### config.mk
export PLATFORM = sky130hd
export DESIGN_NAME = tmr16_timer
export DESIGN_NICKNAME = d
export VERILOG_FILES = /design/src/tmr16_pkg.sv /design/src/tmr16_timer.sv
export SDC_FILE = /design/constraint.sdc
export NUM_CORES = 1
export LEC_CHECK = 0
export BUFFER_PORTS_ARGS = -buffer_cell sky130_fd_sc_hd__buf_2
export CAP_MARGIN = 20
export CORE_MARGIN = 8
export CORE_UTILIZATION = 50
export DETAILED_ROUTE_END_ITERATION = 8
export PLACE_DENSITY = 0.84
export RECOVER_POWER = 50
export SKIP_CTS_REPAIR_TIMING = 1
export SLEW_MARGIN = 5
export SYNTH_ARGS = -nofsm -noshare
export SYNTH_HDL_FRONTEND = slang
export SYNTH_SLANG_ARGS = --single-unit
### constraint.sdc
create_clock -name clock_i -period 2.5 [get_ports clock_i]
set_input_delay 0.5 -clock clock_i [delete_from_list [all_inputs] [get_ports clock_i]]
set_output_delay 0.5 -clock clock_i [all_outputs]
set_load 0.02 [all_outputs]
### src/tmr16_pkg.sv
// Constants, types and helpers for the 16-bit capture and one-shot timer.
// Functional notes
// - The counter is held stopped while the mode bits read 00 and counts once another mode is set.
// - With software one-shot armed, a valid edge on pin a still clears, restarts and pulses.
// - In clear-on-match, clear-on-edge or free-run mode with register a at FFFFH the wrap sets overflow.
// - Clearing overflow after a wrap but before the counter reaches 0001H has no effect.
// - A capture that meets a software read of the same register wins, and the read returns the captured value.
// - Reading the counter never loads the counter into capture/compare register b.
// - While the counter is stopped both input pins are ignored in every processor mode.
// - One-shot output works only in free-run or clear-on-edge mode, never in clear-on-match.
// - When pin a edges are the count clock, register b cannot capture from pin a.
// - A capture needs the valid level sampled twice on the count clock, rejecting short noise.
// - A capture loads on the count clock falling edge and its request rises on the next rising edge.
// - A register set for compare may ignore capture triggers.
package tmr16_pkg;

    // ----------------------------------------------------------------
    // Widths and values
    // ----------------------------------------------------------------
    localparam int CNT_W = 16;
    localparam int PSC_W = 4;
    localparam logic [CNT_W-1:0] CNT_ZERO = 16'h0000;
    localparam logic [CNT_W-1:0] CNT_ONE = 16'h0001;
    localparam logic [CNT_W-1:0] CNT_MAX = 16'hffff;
    localparam logic [PSC_W-1:0] PSC_ZERO = 4'h0;
    localparam logic [PSC_W:0] PSC_BASE = 5'h02;
    localparam logic [PSC_W:0] PSC_ONE = 5'h01;
    localparam logic [1:0] SAMP_BOTH = 2'h3;
    localparam logic [1:0] SAMP_NONE = 2'h0;
    localparam int CH_A = 0;
    localparam int CH_B = 1;

    // ----------------------------------------------------------------
    // Types
    // ----------------------------------------------------------------
    typedef enum logic [1:0] {
        MODE_STOP,
        MODE_FREE_RUN,
        MODE_CLEAR_EDGE,
        MODE_CLEAR_MATCH
    } tmr_mode_e;

    typedef enum logic [1:0] {
        RD_COUNTER,
        RD_CC_A,
        RD_CC_B
    } tmr_rdsel_e;

    typedef enum logic [1:0] {
        OS_IDLE,
        OS_DELAY,
        OS_PULSE
    } tmr_os_e;

    typedef struct packed {
        logic op_mode_bit_hi;
        logic op_mode_bit_lo;
        logic [1:0] presc_sel;
        logic count_on_pin;
        logic cap_a_en;
        logic cap_b_en;
        logic oneshot_en;
    } tmr_cfg_s;

    // Low-bit mask of the prescaler for a divide by 2, 4, 8 or 16.
    function automatic logic [PSC_W-1:0] div_mask(input logic [1:0] sel);
        logic [PSC_W:0] m;
        m = (PSC_BASE << sel) - PSC_ONE;
        return m[PSC_W-1:0];
    endfunction : div_mask

endpackage : tmr16_pkg

### src/tmr16_timer.sv
// 16-bit timer with two capture/compare registers, overflow flag and one-shot output.
`timescale 1ns/1ns
module tmr16_timer
(
    // Clock and reset
    input wire logic clock_i,
    input wire logic reset_i,
    // Configuration
    input wire tmr16_pkg::tmr_cfg_s cfg_i,
    // Software strobes
    input wire logic ovf_clear_i,
    input wire logic oneshot_sw_trig_i,
    input wire logic cc_a_wr_i,
    input wire logic cc_b_wr_i,
    input wire logic [15:0] wr_data_i,
    input wire logic rd_i,
    input wire tmr16_pkg::tmr_rdsel_e rd_sel_i,
    // External pins
    input wire logic trigger_capture_pin_a_i,
    input wire logic capture_pin_b_i,
    // Status and data
    output logic [15:0] up_counter_o,
    output logic [15:0] capture_compare_a_o,
    output logic [15:0] capture_compare_b_o,
    output logic [15:0] read_data_o,
    output logic overflow_flag_o,
    output logic capture_irq_a_o,
    output logic capture_irq_b_o,
    output logic oneshot_o
);

    // ----------------------------------------------------------------
    // Mode decode
    // ----------------------------------------------------------------
    tmr16_pkg::tmr_mode_e mode;
    logic running;
    logic os_ok;
    logic match_mode;

    assign mode = tmr16_pkg::tmr_mode_e'({cfg_i.op_mode_bit_hi, cfg_i.op_mode_bit_lo});
    assign running = (mode != tmr16_pkg::MODE_STOP);
    assign match_mode = (mode == tmr16_pkg::MODE_CLEAR_MATCH);
    assign os_ok = (mode == tmr16_pkg::MODE_FREE_RUN)
                || (mode == tmr16_pkg::MODE_CLEAR_EDGE);

    // ----------------------------------------------------------------
    // Pin synchronisers
    // ----------------------------------------------------------------
    logic [1:0] pa_q;
    logic [1:0] pb_q;
    logic pa_last_q;

    always_ff @(posedge clock_i)
    begin
        if (reset_i)
        begin
            pa_q <= tmr16_pkg::SAMP_NONE;
            pb_q <= tmr16_pkg::SAMP_NONE;
            pa_last_q <= 1'b0;
        end
        else
        begin
            pa_q <= {pa_q[0], trigger_capture_pin_a_i};
            pb_q <= {pb_q[0], capture_pin_b_i};
            pa_last_q <= pa_q[1];
        end
    end

    // ----------------------------------------------------------------
    // Count clock
    // ----------------------------------------------------------------
    logic [3:0] psc_q;
    logic [3:0] mask;
    logic rise;
    logic fall;
    logic cnt_tick;

    assign mask = tmr16_pkg::div_mask(cfg_i.presc_sel);
    assign rise = running && ((psc_q & mask) == mask);
    assign fall = running && ((psc_q & mask) == (mask >> 1));
    assign cnt_tick = running && (cfg_i.count_on_pin ? (pa_q[1] && !pa_last_q) : rise);

    always_ff @(posedge clock_i)
    begin
        if (reset_i || !running)
        begin
            psc_q <= tmr16_pkg::PSC_ZERO;
        end
        else
        begin
            psc_q <= psc_q + 4'h1;
        end
    end

    // ----------------------------------------------------------------
    // Noise filter and capture pipeline
    // ----------------------------------------------------------------
    logic [1:0] samp_q [2];
    logic [1:0] lvl_q;
    logic [1:0] edge_v;
    logic [1:0] cap_en;
    logic [1:0] pend_q;
    logic [1:0] irq_pend_q;
    logic [1:0] cap_load;
    logic [1:0] pin_lvl;

    assign pin_lvl = {pa_q[1], pb_q[1]};
    assign cap_en[tmr16_pkg::CH_A] = cfg_i.cap_a_en;
    assign cap_en[tmr16_pkg::CH_B] = cfg_i.cap_b_en && !cfg_i.count_on_pin;
    // Filter index 1 watches pin a, index 0 watches pin b.
    assign edge_v[1] = rise && (samp_q[1] == tmr16_pkg::SAMP_BOTH) && !lvl_q[1];
    assign edge_v[0] = rise && (samp_q[0] == tmr16_pkg::SAMP_BOTH) && !lvl_q[0];
    assign cap_load = pend_q & cap_en & {2{fall}};

    always_ff @(posedge clock_i)
    begin
        for (int i = 0; i < 2; i++)
        begin
            if (reset_i || !running)
            begin
                samp_q[i] <= tmr16_pkg::SAMP_NONE;
                lvl_q[i] <= 1'b0;
            end
            else if (rise)
            begin
                samp_q[i] <= {samp_q[i][0], pin_lvl[i]};
                if (samp_q[i] == tmr16_pkg::SAMP_BOTH)
                begin
                    lvl_q[i] <= 1'b1;
                end
                else if (samp_q[i] == tmr16_pkg::SAMP_NONE)
                begin
                    lvl_q[i] <= 1'b0;
                end
            end
        end
    end

    // Register a captures on pin b edges, register b on pin a edges.
    always_ff @(posedge clock_i)
    begin
        if (reset_i || !running)
        begin
            pend_q <= 2'h0;
        end
        else
        begin
            if (edge_v[0] && cap_en[tmr16_pkg::CH_A])
            begin
                pend_q[tmr16_pkg::CH_A] <= 1'b1;
            end
            else if (fall)
            begin
                pend_q[tmr16_pkg::CH_A] <= 1'b0;
            end
            if (edge_v[1] && cap_en[tmr16_pkg::CH_B])
            begin
                pend_q[tmr16_pkg::CH_B] <= 1'b1;
            end
            else if (fall)
            begin
                pend_q[tmr16_pkg::CH_B] <= 1'b0;
            end
        end
    end

    always_ff @(posedge clock_i)
    begin
        if (reset_i || !running)
        begin
            irq_pend_q <= 2'h0;
            capture_irq_a_o <= 1'b0;
            capture_irq_b_o <= 1'b0;
        end
        else
        begin
            irq_pend_q <= cap_load | (irq_pend_q & ~{2{rise}});
            capture_irq_a_o <= rise && irq_pend_q[tmr16_pkg::CH_A];
            capture_irq_b_o <= rise && irq_pend_q[tmr16_pkg::CH_B];
        end
    end

    // ----------------------------------------------------------------
    // Capture/compare registers and read port
    // ----------------------------------------------------------------
    always_ff @(posedge clock_i)
    begin
        if (reset_i)
        begin
            capture_compare_a_o <= tmr16_pkg::CNT_ZERO;
            capture_compare_b_o <= tmr16_pkg::CNT_ZERO;
        end
        else
        begin
            if (cap_load[tmr16_pkg::CH_A])
            begin
                capture_compare_a_o <= up_counter_o;
            end
            else if (cc_a_wr_i)
            begin
                capture_compare_a_o <= wr_data_i;
            end
            // Only a capture or a write changes register b; counter reads do not.
            if (cap_load[tmr16_pkg::CH_B])
            begin
                capture_compare_b_o <= up_counter_o;
            end
            else if (cc_b_wr_i)
            begin
                capture_compare_b_o <= wr_data_i;
            end
        end
    end

    // A read that meets a capture returns the captured value.
    always_ff @(posedge clock_i)
    begin
        if (reset_i)
        begin
            read_data_o <= tmr16_pkg::CNT_ZERO;
        end
        else if (rd_i)
        begin
            unique case (rd_sel_i)
                tmr16_pkg::RD_CC_A:
                    read_data_o <= cap_load[tmr16_pkg::CH_A] ? up_counter_o
                                 : capture_compare_a_o;
                tmr16_pkg::RD_CC_B:
                    read_data_o <= cap_load[tmr16_pkg::CH_B] ? up_counter_o
                                 : capture_compare_b_o;
                default:
                    read_data_o <= up_counter_o;
            endcase
        end
    end

    // ----------------------------------------------------------------
    // Counter and overflow
    // ----------------------------------------------------------------
    logic os_trig;
    logic edge_clear;
    logic match_clear;
    logic wrap;
    logic ovf_hold_q;

    assign os_trig = running && os_ok && cfg_i.oneshot_en
                  && (oneshot_sw_trig_i || edge_v[1]);
    assign edge_clear = (mode == tmr16_pkg::MODE_CLEAR_EDGE) && edge_v[1];
    assign match_clear = match_mode && (up_counter_o == capture_compare_a_o);
    assign wrap = cnt_tick && !os_trig && !edge_clear
               && (up_counter_o == tmr16_pkg::CNT_MAX);

    always_ff @(posedge clock_i)
    begin
        if (reset_i || !running)
        begin
            up_counter_o <= tmr16_pkg::CNT_ZERO;
        end
        else if (os_trig || edge_clear)
        begin
            up_counter_o <= tmr16_pkg::CNT_ZERO;
        end
        else if (cnt_tick)
        begin
            if (match_clear)
            begin
                up_counter_o <= tmr16_pkg::CNT_ZERO;
            end
            else
            begin
                up_counter_o <= up_counter_o + tmr16_pkg::CNT_ONE;
            end
        end
    end

    // The hold window lasts from the wrap until the counter reaches one.
    always_ff @(posedge clock_i)
    begin
        if (reset_i)
        begin
            ovf_hold_q <= 1'b0;
            overflow_flag_o <= 1'b0;
        end
        else
        begin
            if (wrap)
            begin
                ovf_hold_q <= 1'b1;
            end
            else if (cnt_tick || !running)
            begin
                ovf_hold_q <= 1'b0;
            end
            overflow_flag_o <= wrap || ovf_hold_q
                            || (overflow_flag_o && !ovf_clear_i);
        end
    end

    // ----------------------------------------------------------------
    // One-shot pulse
    // ----------------------------------------------------------------
    tmr16_pkg::tmr_os_e os_q;

    assign oneshot_o = (os_q == tmr16_pkg::OS_PULSE);

    always_ff @(posedge clock_i)
    begin
        if (reset_i || !os_ok || !running)
        begin
            os_q <= tmr16_pkg::OS_IDLE;
        end
        else if (os_trig)
        begin
            os_q <= tmr16_pkg::OS_DELAY;
        end
        else if (cnt_tick)
        begin
            unique case (os_q)
                tmr16_pkg::OS_DELAY:
                    if (up_counter_o == capture_compare_b_o)
                    begin
                        os_q <= tmr16_pkg::OS_PULSE;
                    end
                tmr16_pkg::OS_PULSE:
                    if (up_counter_o == capture_compare_a_o)
                    begin
                        os_q <= tmr16_pkg::OS_IDLE;
                    end
                default:
                    os_q <= os_q;
            endcase
        end
    end
endmodule : tmr16_timer

==> results of run 1 <==
[flip-flops by register name, summed over array words and instances (netlist names)]
signal and flops:
os_q 2, capture_compare_b_o 16, pa_last_q 1, samp_q 4
pend_q 2, capture_irq_a_o 1, pb_q 2, ovf_hold_q 1
capture_compare_a_o 16, overflow_flag_o 1, lvl_q 2, psc_q 4
up_counter_o 16, capture_irq_b_o 1, read_data_o 16, irq_pend_q 2
pa_q 2
[layout by cell type, fill, tap and decap left out, types with 7 or more instances in the layout]
cell type and count:
dfxtp_1 84, nor2_1 56, clkbuf_1 55, a211oi_1 48
buf_2 48, xnor2_1 39, mux2i_1 34, buf_4 28
o21ai_0 19, nand2_1 18, and3_1 18, nand3_1 17
nand3b_1 17, a31oi_1 16, a221oi_1 14, mux2_4 13
nand4_1 13, inv_1 11, a21oi_1 11, ha_1 11
clkbuf_8 9, and2_1 7
[worst max-delay path, cell delays in order, from the launching register on]
cell and delay [ns]:
dfxtp_1 0.60, xnor2_1 0.18, nand4_1 0.13, nor4_1 0.50
buf_4 0.21, nand2_1 0.19, o21ai_1 0.18, buf_4 0.19
nor2_1 0.07
[power by group through the flow]
stage                     registers (uW)  clock network [uW]  logic [uW]
after floorplan                     1630                   0         280
after global placement              1580                   0         486
after detailed placement            1590                   0         505
after CTS                           1550                1250         510
after global routing                1570                1310         539
final                               1560                1250         499
[cells by family (layout without fill, tap and decap cells)]
kind of cell               Yosys count  count (layout)
AOI/OAI and AO/OA                  124             124
xor gates and xnor gates            45              45
adders and majority gates           11              11
buffers and inverters               64             161
DFF                                 89              89
muxes                               50              50
and+or+nand+nor                    184             184
[how the worst min path moves through the flow]
| stage | start | end | slack [ns] | depth (start not counted) |
|---|---|---|---|---|
| 4_1_cts | trigger_capture_pin_a_i | pa_q[0] | 0.31 | 2 |
| 6_report | trigger_capture_pin_a_i | pa_q[0] | 0.32 | 2 |
| 3_3_place_gp | pb_q[0] | pb_q[1] | 0.42 | 1 |
| 3_5_place_dp | pa_q[0] | pa_q[1] | 0.43 | 1 |
| 5_1_grt | trigger_capture_pin_a_i | pa_q[0] | 0.31 | 2 |
| 2_1_floorplan | pa_q[0] | pa_q[1] | 0.41 | 1 |
[layer usage]
metal	GRT usage	wire [um]	share of wire	up-vias
li1	-	-	-	2253
met3	0.0467	1380	0.088	66
met2	0.381	7540	0.48	275
met1	0.261	6120	0.39	2332
met4	0.152	678	0.043	0
met5	0	0	0	-
[per-stage QoR]
step / area, um^2 / total power (uW) / std cells
2_1_floorplan: 5090 / 1910 / 567
3_3_place_gp: 5820 / 2070 / 784
3_5_place_dp: 5820 / 2090 / 784
4_1_cts: 6060 / 3310 / 800
5_1_grt: 5990 / 3410 / 800
6_report: 5990 / 3310 / 800
[final cells by class]
| class | instances | area [um^2] |
|---|---|---|
| Timing Repair Buffer | 134 | 702 |
| Sequential cell | 89 | 1820 |
| Fill cell | 907 | 4110 |
| Tap cell | 136 | 170 |
| Inverter | 11 | 41.3 |
| Multi-Input combinational cell | 414 | 3000 |
| Clock buffer | 9 | 124 |
| Clock inverter | 7 | 124 |
[synth_stat cells (5+ instances only)]
cell       n  area share
a221oi_1  14       0.024
mux2_4    13       0.038
dfxtp_1   85        0.33
inv_1     11      0.0081
nand4_1   13       0.016
ha_1      11       0.027
nand3b_1  17       0.025
and3_1    18       0.022
buf_2      5      0.0049
o21ai_0   19       0.019
nor2b_1    6      0.0074
nand3_1   16       0.016
mux2i_1   34       0.067
a21oi_1   11       0.011
xor2_1     6       0.010
and2_1     7      0.0086
xnor2_1   39       0.067
a211oi_1  48       0.071
a31oi_1   16       0.020
nor2_1    56       0.041
clkbuf_1  44       0.032
nor3_1     5      0.0049
nand2_1   18       0.013
==> metrics.txt, run 1 <==
status=completed; Post-Synth XOR/XNOR Area=0.0774; Post-synth ARST share=0; CP required=~2.8 ns; largest net degree at the start of global routing=57; Max Clk Rate=about 420 MHz; P_sw=approximately 950 uW; Hold Violations, Final=0; internal power=~2400 uW; Cell Rows=37; Post-Synth Adder-Cell Area=0.0270; clk sink count=slightly below 90; Setup crit end kind=flop; RSZ-0062 raised after global routing=false; sequential power share=0.472; Syn Area/Cell=8.99 um^2; Congestion Overflow GR=0; EDFF count, synth=4; initial antenna violation count=0; CTS Buf Count=9; R2R depth=8; Unique masters post-synth=57; Cell Pwr Density=roughly 550 nW/um^2; flop and latch count out of synthesis=89; # setup viols final=0; I/O pin cnt=103; post-route core utilization=0.593; Hold Crit Class=in -> reg; WL final=around 16,000 um; Starting Density=0.505; Post-Syn Area=5090 um^2; area grow syn2layout=17.5%; clock latency on the worst-skew pair=0.39 ns; Compound-Gate Fraction of Synth Area=0.174; routed vias/inst=6.16; H-tree Lvls=3; worst-margin pin slew=1.24 ns; part of the cycle the worst path needs=0.943; Setup crit end=up_counter_o[14]; vias in the first global route=approximately 4,900; Post-Syn Instances=about 570; crit-path max FO=11; Die Y=around 120 um; Total Neg Setup Slack=0 ns; Bufs on Longest Clock Path=2; max_slew headroom=0.174; Port Buf Inserts=around 100; routed wire length per instance=19.6 um; Gate power share=0.151; CTS tree=done; die span in x=117 um; largest family of logic cells by synthesized area=simple AND/OR/NAND/NOR gates; drt pass-1 iters=5; via count=4,926; register-to-register setup slack=approximately 0.14 ns; post-synthesis sequential area ratio=0.358; Clk pwr share=0.377; Detail Route Antenna Nets=0; Worst Path Arrival=about 2.6 ns; DRC=0; detailed placer's ending HPWL=11,100 um; Sw Share=0.287; top_reg_cell synth=dfxtp_1; Setup CP Type=reg -> reg; core footprint=around 10,000 um^2; worst clock skew=0.0132 ns; R2R Path End=up_counter_o[14]; max-cap violations=0; setup ws final=approximately 0.14 ns; Final Hold Slack=~0.32 ns; R2R Path Start=up_counter_o[15]; LEAKAGE=0.00243 uW; Clk pin slew, worst setup/hold paths=0.09 ns; die area=13,700 um^2; Iteration-0 DRC Markers=approximately 420; diode count=0; Yosys warnings=0; Mapped Nets=roughly 600; CP startpoint=up_counter_o[15]; Max Slew Vio Count=0; first-pass GRT wire length=24,400 um; Max IR drop VDD=between 0.2 and 0.3 mV; pre-CTS setup slack=0.0232 ns; Global Route Usage Sum=0.229; min Tclk post-route=2.36 ns; fin nets=between 700 and 800; share of cells above drive strength 1=0.190; critical path launch point type=flop; simple-gate share of the synthesized area=0.200; routability cong.=0.918; root buffer cell=clkbuf_8; post-synthesis mux area share=0.112
No activity file was read; power rests on OpenSTA's default activity.
==> inputs of run 2 (changes only) <==
CELL_PAD_IN_SITES_DETAIL_PLACEMENT = 1   (was unset)
CELL_PAD_IN_SITES_GLOBAL_PLACEMENT = 1   (was unset)
CORE_UTILIZATION = 38   (was 50)
==> run 2 against run 1 <==
  * Sequential power about the same
  * Register-to-register slack about the same
  * Global-route usage decreased by 2.5 points
  * Clock skew decreased by 0.0060 ns
  * First-iteration DRC count decreased by 19%
  * Non-clock buffer count increased by 4
  * Fmax about the same
  * Worst setup slack improved by 0.0021 ns
  * Cell count increased by 5.5%
  * Via count decreased by 1.3%
  * Critical path type unchanged
  * Critical endpoint is now os_q[1]
  * Highest routed layer unchanged
==> metrics.txt, run 2 (synthesis results as in run 1) <==
commonest non-fill, non-tap cell in the layout=dfxtp_1 (unchanged); fin nets=709 (was 705); placed cells=828 (was 784); diode count=0 (unchanged); Bufs on Longest Clock Path=2 (unchanged); initial antenna violation count=0 (unchanged); max-cap violations=0 (unchanged); via count=4,864 (was 4,926); Clk pin slew, worst setup/hold paths=0.07 ns (was 0.09 ns); delay of the slowest cell on the worst path=0.51 ns (was 0.60 ns); R2R Path Start=up_counter_o[2] (was up_counter_o[15]); WL final=17,900 um (was 15,700 um); RSZ-0062 raised after global routing=false (unchanged); largest net degree at the start of global routing=57 (unchanged); Max IR drop VDD=0.375 mV (was 0.297 mV); part of the cycle the worst path needs=0.943 (about the same); CTS Buf Count=9 (unchanged); start point of the worst hold path=trigger_capture_pin_a_i (unchanged); register-to-register setup slack=0.14 ns (about the same); # setup viols final=0 (unchanged); die area=17,400 um^2 (was 13,700 um^2); drt pass-1 iters=4 (was 5); first-pass GRT wire length=28,600 um (was 24,400 um); hold depth=2 (unchanged); Hold Violations, Final=0 (unchanged); clk sink count=89 (unchanged); delay-heaviest family, CP=buffers and inverters (was simple AND/OR/NAND/NOR gates); Worst Path Arrival=2.58 ns (was 2.63 ns); setup ws final=0.143 ns (was 0.141 ns); DRC=0 (unchanged); CTS tree=done (unchanged); Cell Rows=42 (was 37); Max stage delay cell, worst path=clkbuf_1 (was dfxtp_1); clock latency on the worst-skew pair=0.35 ns (was 0.39 ns); worst-margin pin slew=0.788 ns (was 1.24 ns); crit-path max FO=13 (was 11); critical path, cell by cell=clkbuf_1, xnor2_1, nand4_1, nor4_1, buf_4, inv_1, o31ai_1, a211oi_2 (was xnor2_1, nand4_1, nor4_1, buf_4, nand2_1, o21ai_1, buf_4, nor2_1); detailed placer's ending HPWL=13,000 um (was 11,100 um); area grow syn2layout=20.1% (was 17.5%); vias in the first global route=5,169 (was 4,908); Iteration-0 DRC Markers=337 (was 417); Hold Crit Class=in -> reg (unchanged); core footprint=13,200 um^2 (was 10,100 um^2); die span in x=132 um (was 117 um); Total Neg Setup Slack=0 ns (unchanged); Die Y=132 um (was 117 um); R2R depth=8 (unchanged); commonest non-fill, non-tap cells in the layout=dfxtp_1, clkbuf_1, nor2_1, a211oi_1, buf_2 (was dfxtp_1, nor2_1, clkbuf_1, a211oi_1, buf_2); CP bufs+invs=3 (was 2); LEAKAGE=0.00245 uW (was 0.00243 uW); routed wire length per instance=21.2 um (was 19.6 um); post-route design area=6120 um^2 (was 5990 um^2); routed vias/inst=5.76 (was 6.16); Detail Route Antenna Nets=0 (unchanged); Hold Path Sink=pa_q[0] (unchanged); routability cong.=0.843 (was 0.918); Setup CP Type=reg -> reg (unchanged); R2R Path End=os_q[1] (was up_counter_o[14]); Cell Pwr Density=581 nW/um^2 (was 552 nW/um^2); critical path launch point type=flop (unchanged); H-tree Lvls=3 (unchanged); I/O pin cnt=103 (unchanged); root buffer cell=clkbuf_16 (was clkbuf_8); Port Buf Inserts=102 (unchanged); Max Slew Vio Count=0 (unchanged); Max Clk Rate=424 MHz (about the same); status=completed (unchanged); Area after DPL=5910 um^2 (was 5820 um^2); max_slew headroom=0.475 (was 0.174); min Tclk post-route=2.36 ns (about the same); share of cells above drive strength 1=0.174 (was 0.190); pre-CTS setup slack=0.00577 ns (was 0.0232 ns); Finished Layout Cells=844 (was 800); Global Route Usage Sum=0.204 (was 0.229); CP required=2.72 ns (was 2.77 ns); Congestion Overflow GR=0 (unchanged); Final Hold Slack=0.356 ns (was 0.320 ns); Starting Density=0.386 (was 0.505); Setup crit end kind=flop (unchanged); worst clock skew=0.00727 ns (was 0.0132 ns)
==> run 2: stage by stage <==
| step | total power [uW] | util |
|---|---|---|
| after floorplan | 1910 | - |
| after global placement | 2080 | 0.448 |
| after detailed placement | 2110 | 0.448 |
| after CTS | 3590 | 0.473 |
| after global routing | 3690 | 0.464 |
| final | 3560 | 0.464 |
==> run 2: metal layers <==
metal  global-route usage  up-vias  wire [um]
met2                0.344      164       8670
met1                0.242     2397       7630
met4               0.0932        0        494
li1                     -     2264          -
met5                    0        -          0
met3               0.0446       39       1060
==> run 2: worst register-to-register path: stages (launching register included) <==
cell	delay, ns
dfxtp_1	0.36
clkbuf_1	0.51
xnor2_1	0.23
nand4_1	0.12
nor4_1	0.36
buf_4	0.20
inv_1	0.04
o31ai_1	0.28
a211oi_2	0.11
==> run 2: area by class of cell <==
cell class	instances	area (um^2)
Multi-Input combinational cell	414	3010
Clock inverter	1	30.0
Tap cell	176	220
Sequential cell	89	1820
Inverter	11	41.3
Fill cell	1584	7070
Clock buffer	15	298
Timing Repair Buffer	138	702
==> run 2: worst max-delay path by stage <==
stage / start / endpoint / slack, ns / cells after the start
after floorplan: cfg_i[6] / up_counter_o[10] / 0.14 / 9
after global placement: cfg_i[6] / up_counter_o[9] / 0.11 / 11
after CTS: psc_q[0] / read_data_o[3] / 0.19 / 7
final: up_counter_o[2] / os_q[1] / 0.14 / 8
after detailed placement: cfg_i[6] / up_counter_o[2] / 0.006 / 10
after global routing: up_counter_o[2] / os_q[1] / 0.02 / 8
==> run 2: power by group <==
part,internal (uW),total (uW),switching [uW]
registers,1490,1570,76.8
clock network,913,1490,575
logic,197,504,307
total,2600,3560,958
==> inputs of run 3 (changes only) <==
--- a/config.mk
+++ b/config.mk
@@ -12,4 +12,5 @@
 export CORE_MARGIN = 8
 export CORE_UTILIZATION = 38
+export CTS_CLUSTER_SIZE = 14
 export DETAILED_ROUTE_END_ITERATION = 8
 export PLACE_DENSITY = 0.84
==> constraint.sdc (replaced) <==
create_clock -name clock_i -period 2.5 [get_ports clock_i]
set_input_delay 0.5 -clock clock_i [delete_from_list [all_inputs] [get_ports clock_i]]
set_output_delay 0.5 -clock clock_i [all_outputs]
set_load 0.01 [all_outputs]
==> run 3 against run 2 <==
  * Design area down 0.10%
  * Die area unchanged
  * Clock power about the same
==> metrics.txt, run 3 (synthesis results as in run 1) <==
Setup crit end kind=flop (unchanged); internal power=2600 uW (about the same); routability cong.=0.843 (unchanged); worst-margin pin slew=0.769 ns (was 0.788 ns); min Tclk post-route=2.35 ns (was 2.36 ns); sequential power share=0.444 (was 0.440); Congestion Overflow GR=0 (unchanged); H-tree Lvls=3 (unchanged); Clk pwr share=0.423 (was 0.418); crit-path max FO=13 (unchanged); Max Clk Rate=425 MHz (was 424 MHz); root buffer cell=clkbuf_16 (unchanged); # fillers=1,583 (was 1,584); status=completed (unchanged); drt pass-1 iters=5 (was 4); WL final=17,900 um (about the same); multi-input logic area=3010 um^2 (unchanged); Setup CP Type=reg -> reg (unchanged); Final Hold Slack=0.356 ns (about the same); Clk pin slew, worst setup/hold paths=0.07 ns (about the same); CTS Buf Count=9 (unchanged); hold depth=2 (unchanged); Hold Crit Class=in -> reg (unchanged); Cell Pwr Density=576 nW/um^2 (was 581 nW/um^2); DRC=0 (unchanged); delay of the slowest cell on the worst path=0.51 ns (about the same); max_slew headroom=0.487 (was 0.475); Die Y=132 um (unchanged); commonest non-fill, non-tap cell in the layout=dfxtp_1 (unchanged); max-cap violations=0 (unchanged); clock latency on the worst-skew pair=0.35 ns (about the same); Power Total=3520 uW (was 3560 uW); R2R Path Start=up_counter_o[2] (unchanged); delay-heaviest family, CP=buffers and inverters (unchanged); die area=17,400 um^2 (unchanged); largest net degree at the start of global routing=57 (unchanged); detailed placer's ending HPWL=13,000 um (unchanged); R2R depth=8 (unchanged); via count=4,882 (was 4,864); Hold Violations, Final=0 (unchanged); Max IR drop VDD=0.375 mV (about the same); Total Neg Setup Slack=0 ns (unchanged); core footprint=13,200 um^2 (unchanged); CP startpoint=up_counter_o[2] (unchanged); Starting Density=0.386 (unchanged); commonest non-fill, non-tap cells in the layout=dfxtp_1, clkbuf_1, nor2_1, a211oi_1, buf_2 (unchanged); CP bufs+invs=3 (unchanged); first-pass GRT wire length=28,600 um (unchanged); critical path launch point type=flop (unchanged); post-route core utilization=0.464 (about the same); fin nets=709 (unchanged); Cell Rows=42 (unchanged); # setup viols final=0 (unchanged); routed vias/inst=5.78 (was 5.76); vias in the first global route=5,169 (unchanged); register area=1820 um^2 (unchanged); clk sink count=89 (unchanged); CP Depth=8 (unchanged); P_sw=924 uW (was 958 uW); diode count=0 (unchanged); Port Buf Inserts=102 (unchanged); worst clock skew=0.00775 ns (was 0.00727 ns); Finished Layout Cells=844 (unchanged); CTS tree=done (unchanged); Worst Path Arrival=2.58 ns (about the same); placed cells=828 (unchanged); Detail Route Antenna Nets=0 (unchanged); Bufs on Longest Clock Path=2 (unchanged); RSZ-0062 raised after global routing=false (unchanged); CP required=2.72 ns (about the same); die span in x=132 um (unchanged); critical path, cell by cell=clkbuf_1, xnor2_1, nand4_1, nor4_1, buf_4, inv_1, o31ai_1, a211oi_2 (unchanged); I/O pin cnt=103 (unchanged); initial antenna violation count=0 (unchanged); part of the cycle the worst path needs=0.942 (was 0.943); Max Slew Vio Count=0 (unchanged); Gate power share=0.132 (was 0.142); Iteration-0 DRC Markers=315 (was 337); LEAKAGE=0.00245 uW (about the same); area grow syn2layout=20.0% (was 20.1%); Max stage delay cell, worst path=clkbuf_1 (unchanged); routed wire length per instance=21.2 um (about the same); share of cells above drive strength 1=0.172 (was 0.174); Global Route Usage Sum=0.204 (unchanged); Sw Share=0.262 (was 0.269); start point of the worst hold path=trigger_capture_pin_a_i (unchanged)
==> run 3: power groups by stage <==
stage	registers, uW	logic [uW]	clock network (uW)
floorplan	1590	281	0
global placement	1590	454	0
detailed placement	1590	477	0
CTS	1560	482	1510
global route	1570	509	1570
finish	1570	467	1490
==> run 3: metal layers <==
layer,up-vias,track usage,routed length [um]
met5,-,0,0
li1,2269,-,-
met1,2407,0.242,7680
met3,39,0.0446,1030
met2,167,0.344,8640
met4,0,0.0932,497
==> run 3: final cells by class <==
cell class	instances	share of cell area
clock buffers	15	0.0487
clock inverters	1	0.00491
inverters	11	0.00675
multi-input cells	414	0.492
flip-flops and latches	89	0.298
well taps	176	0.0360
repair buffers	138	0.114
==> run 3: through the flow <==
stage          worst slack (ns)  instance area (um^2)
3_3_place_gp              0.107                  5910
5_1_grt                  0.0206                  6110
6_report                  0.146                  6110
4_1_cts                   0.191                  6240
2_1_floorplan             0.137                  5090
3_5_place_dp            0.00577                  5910
==> run 3: final timing paths <==
path              to  slack, ns
max          os_q[1]       0.15
min          pa_q[0]       0.36
max reg2reg  os_q[1]       0.15
min reg2reg  pa_q[1]       0.45
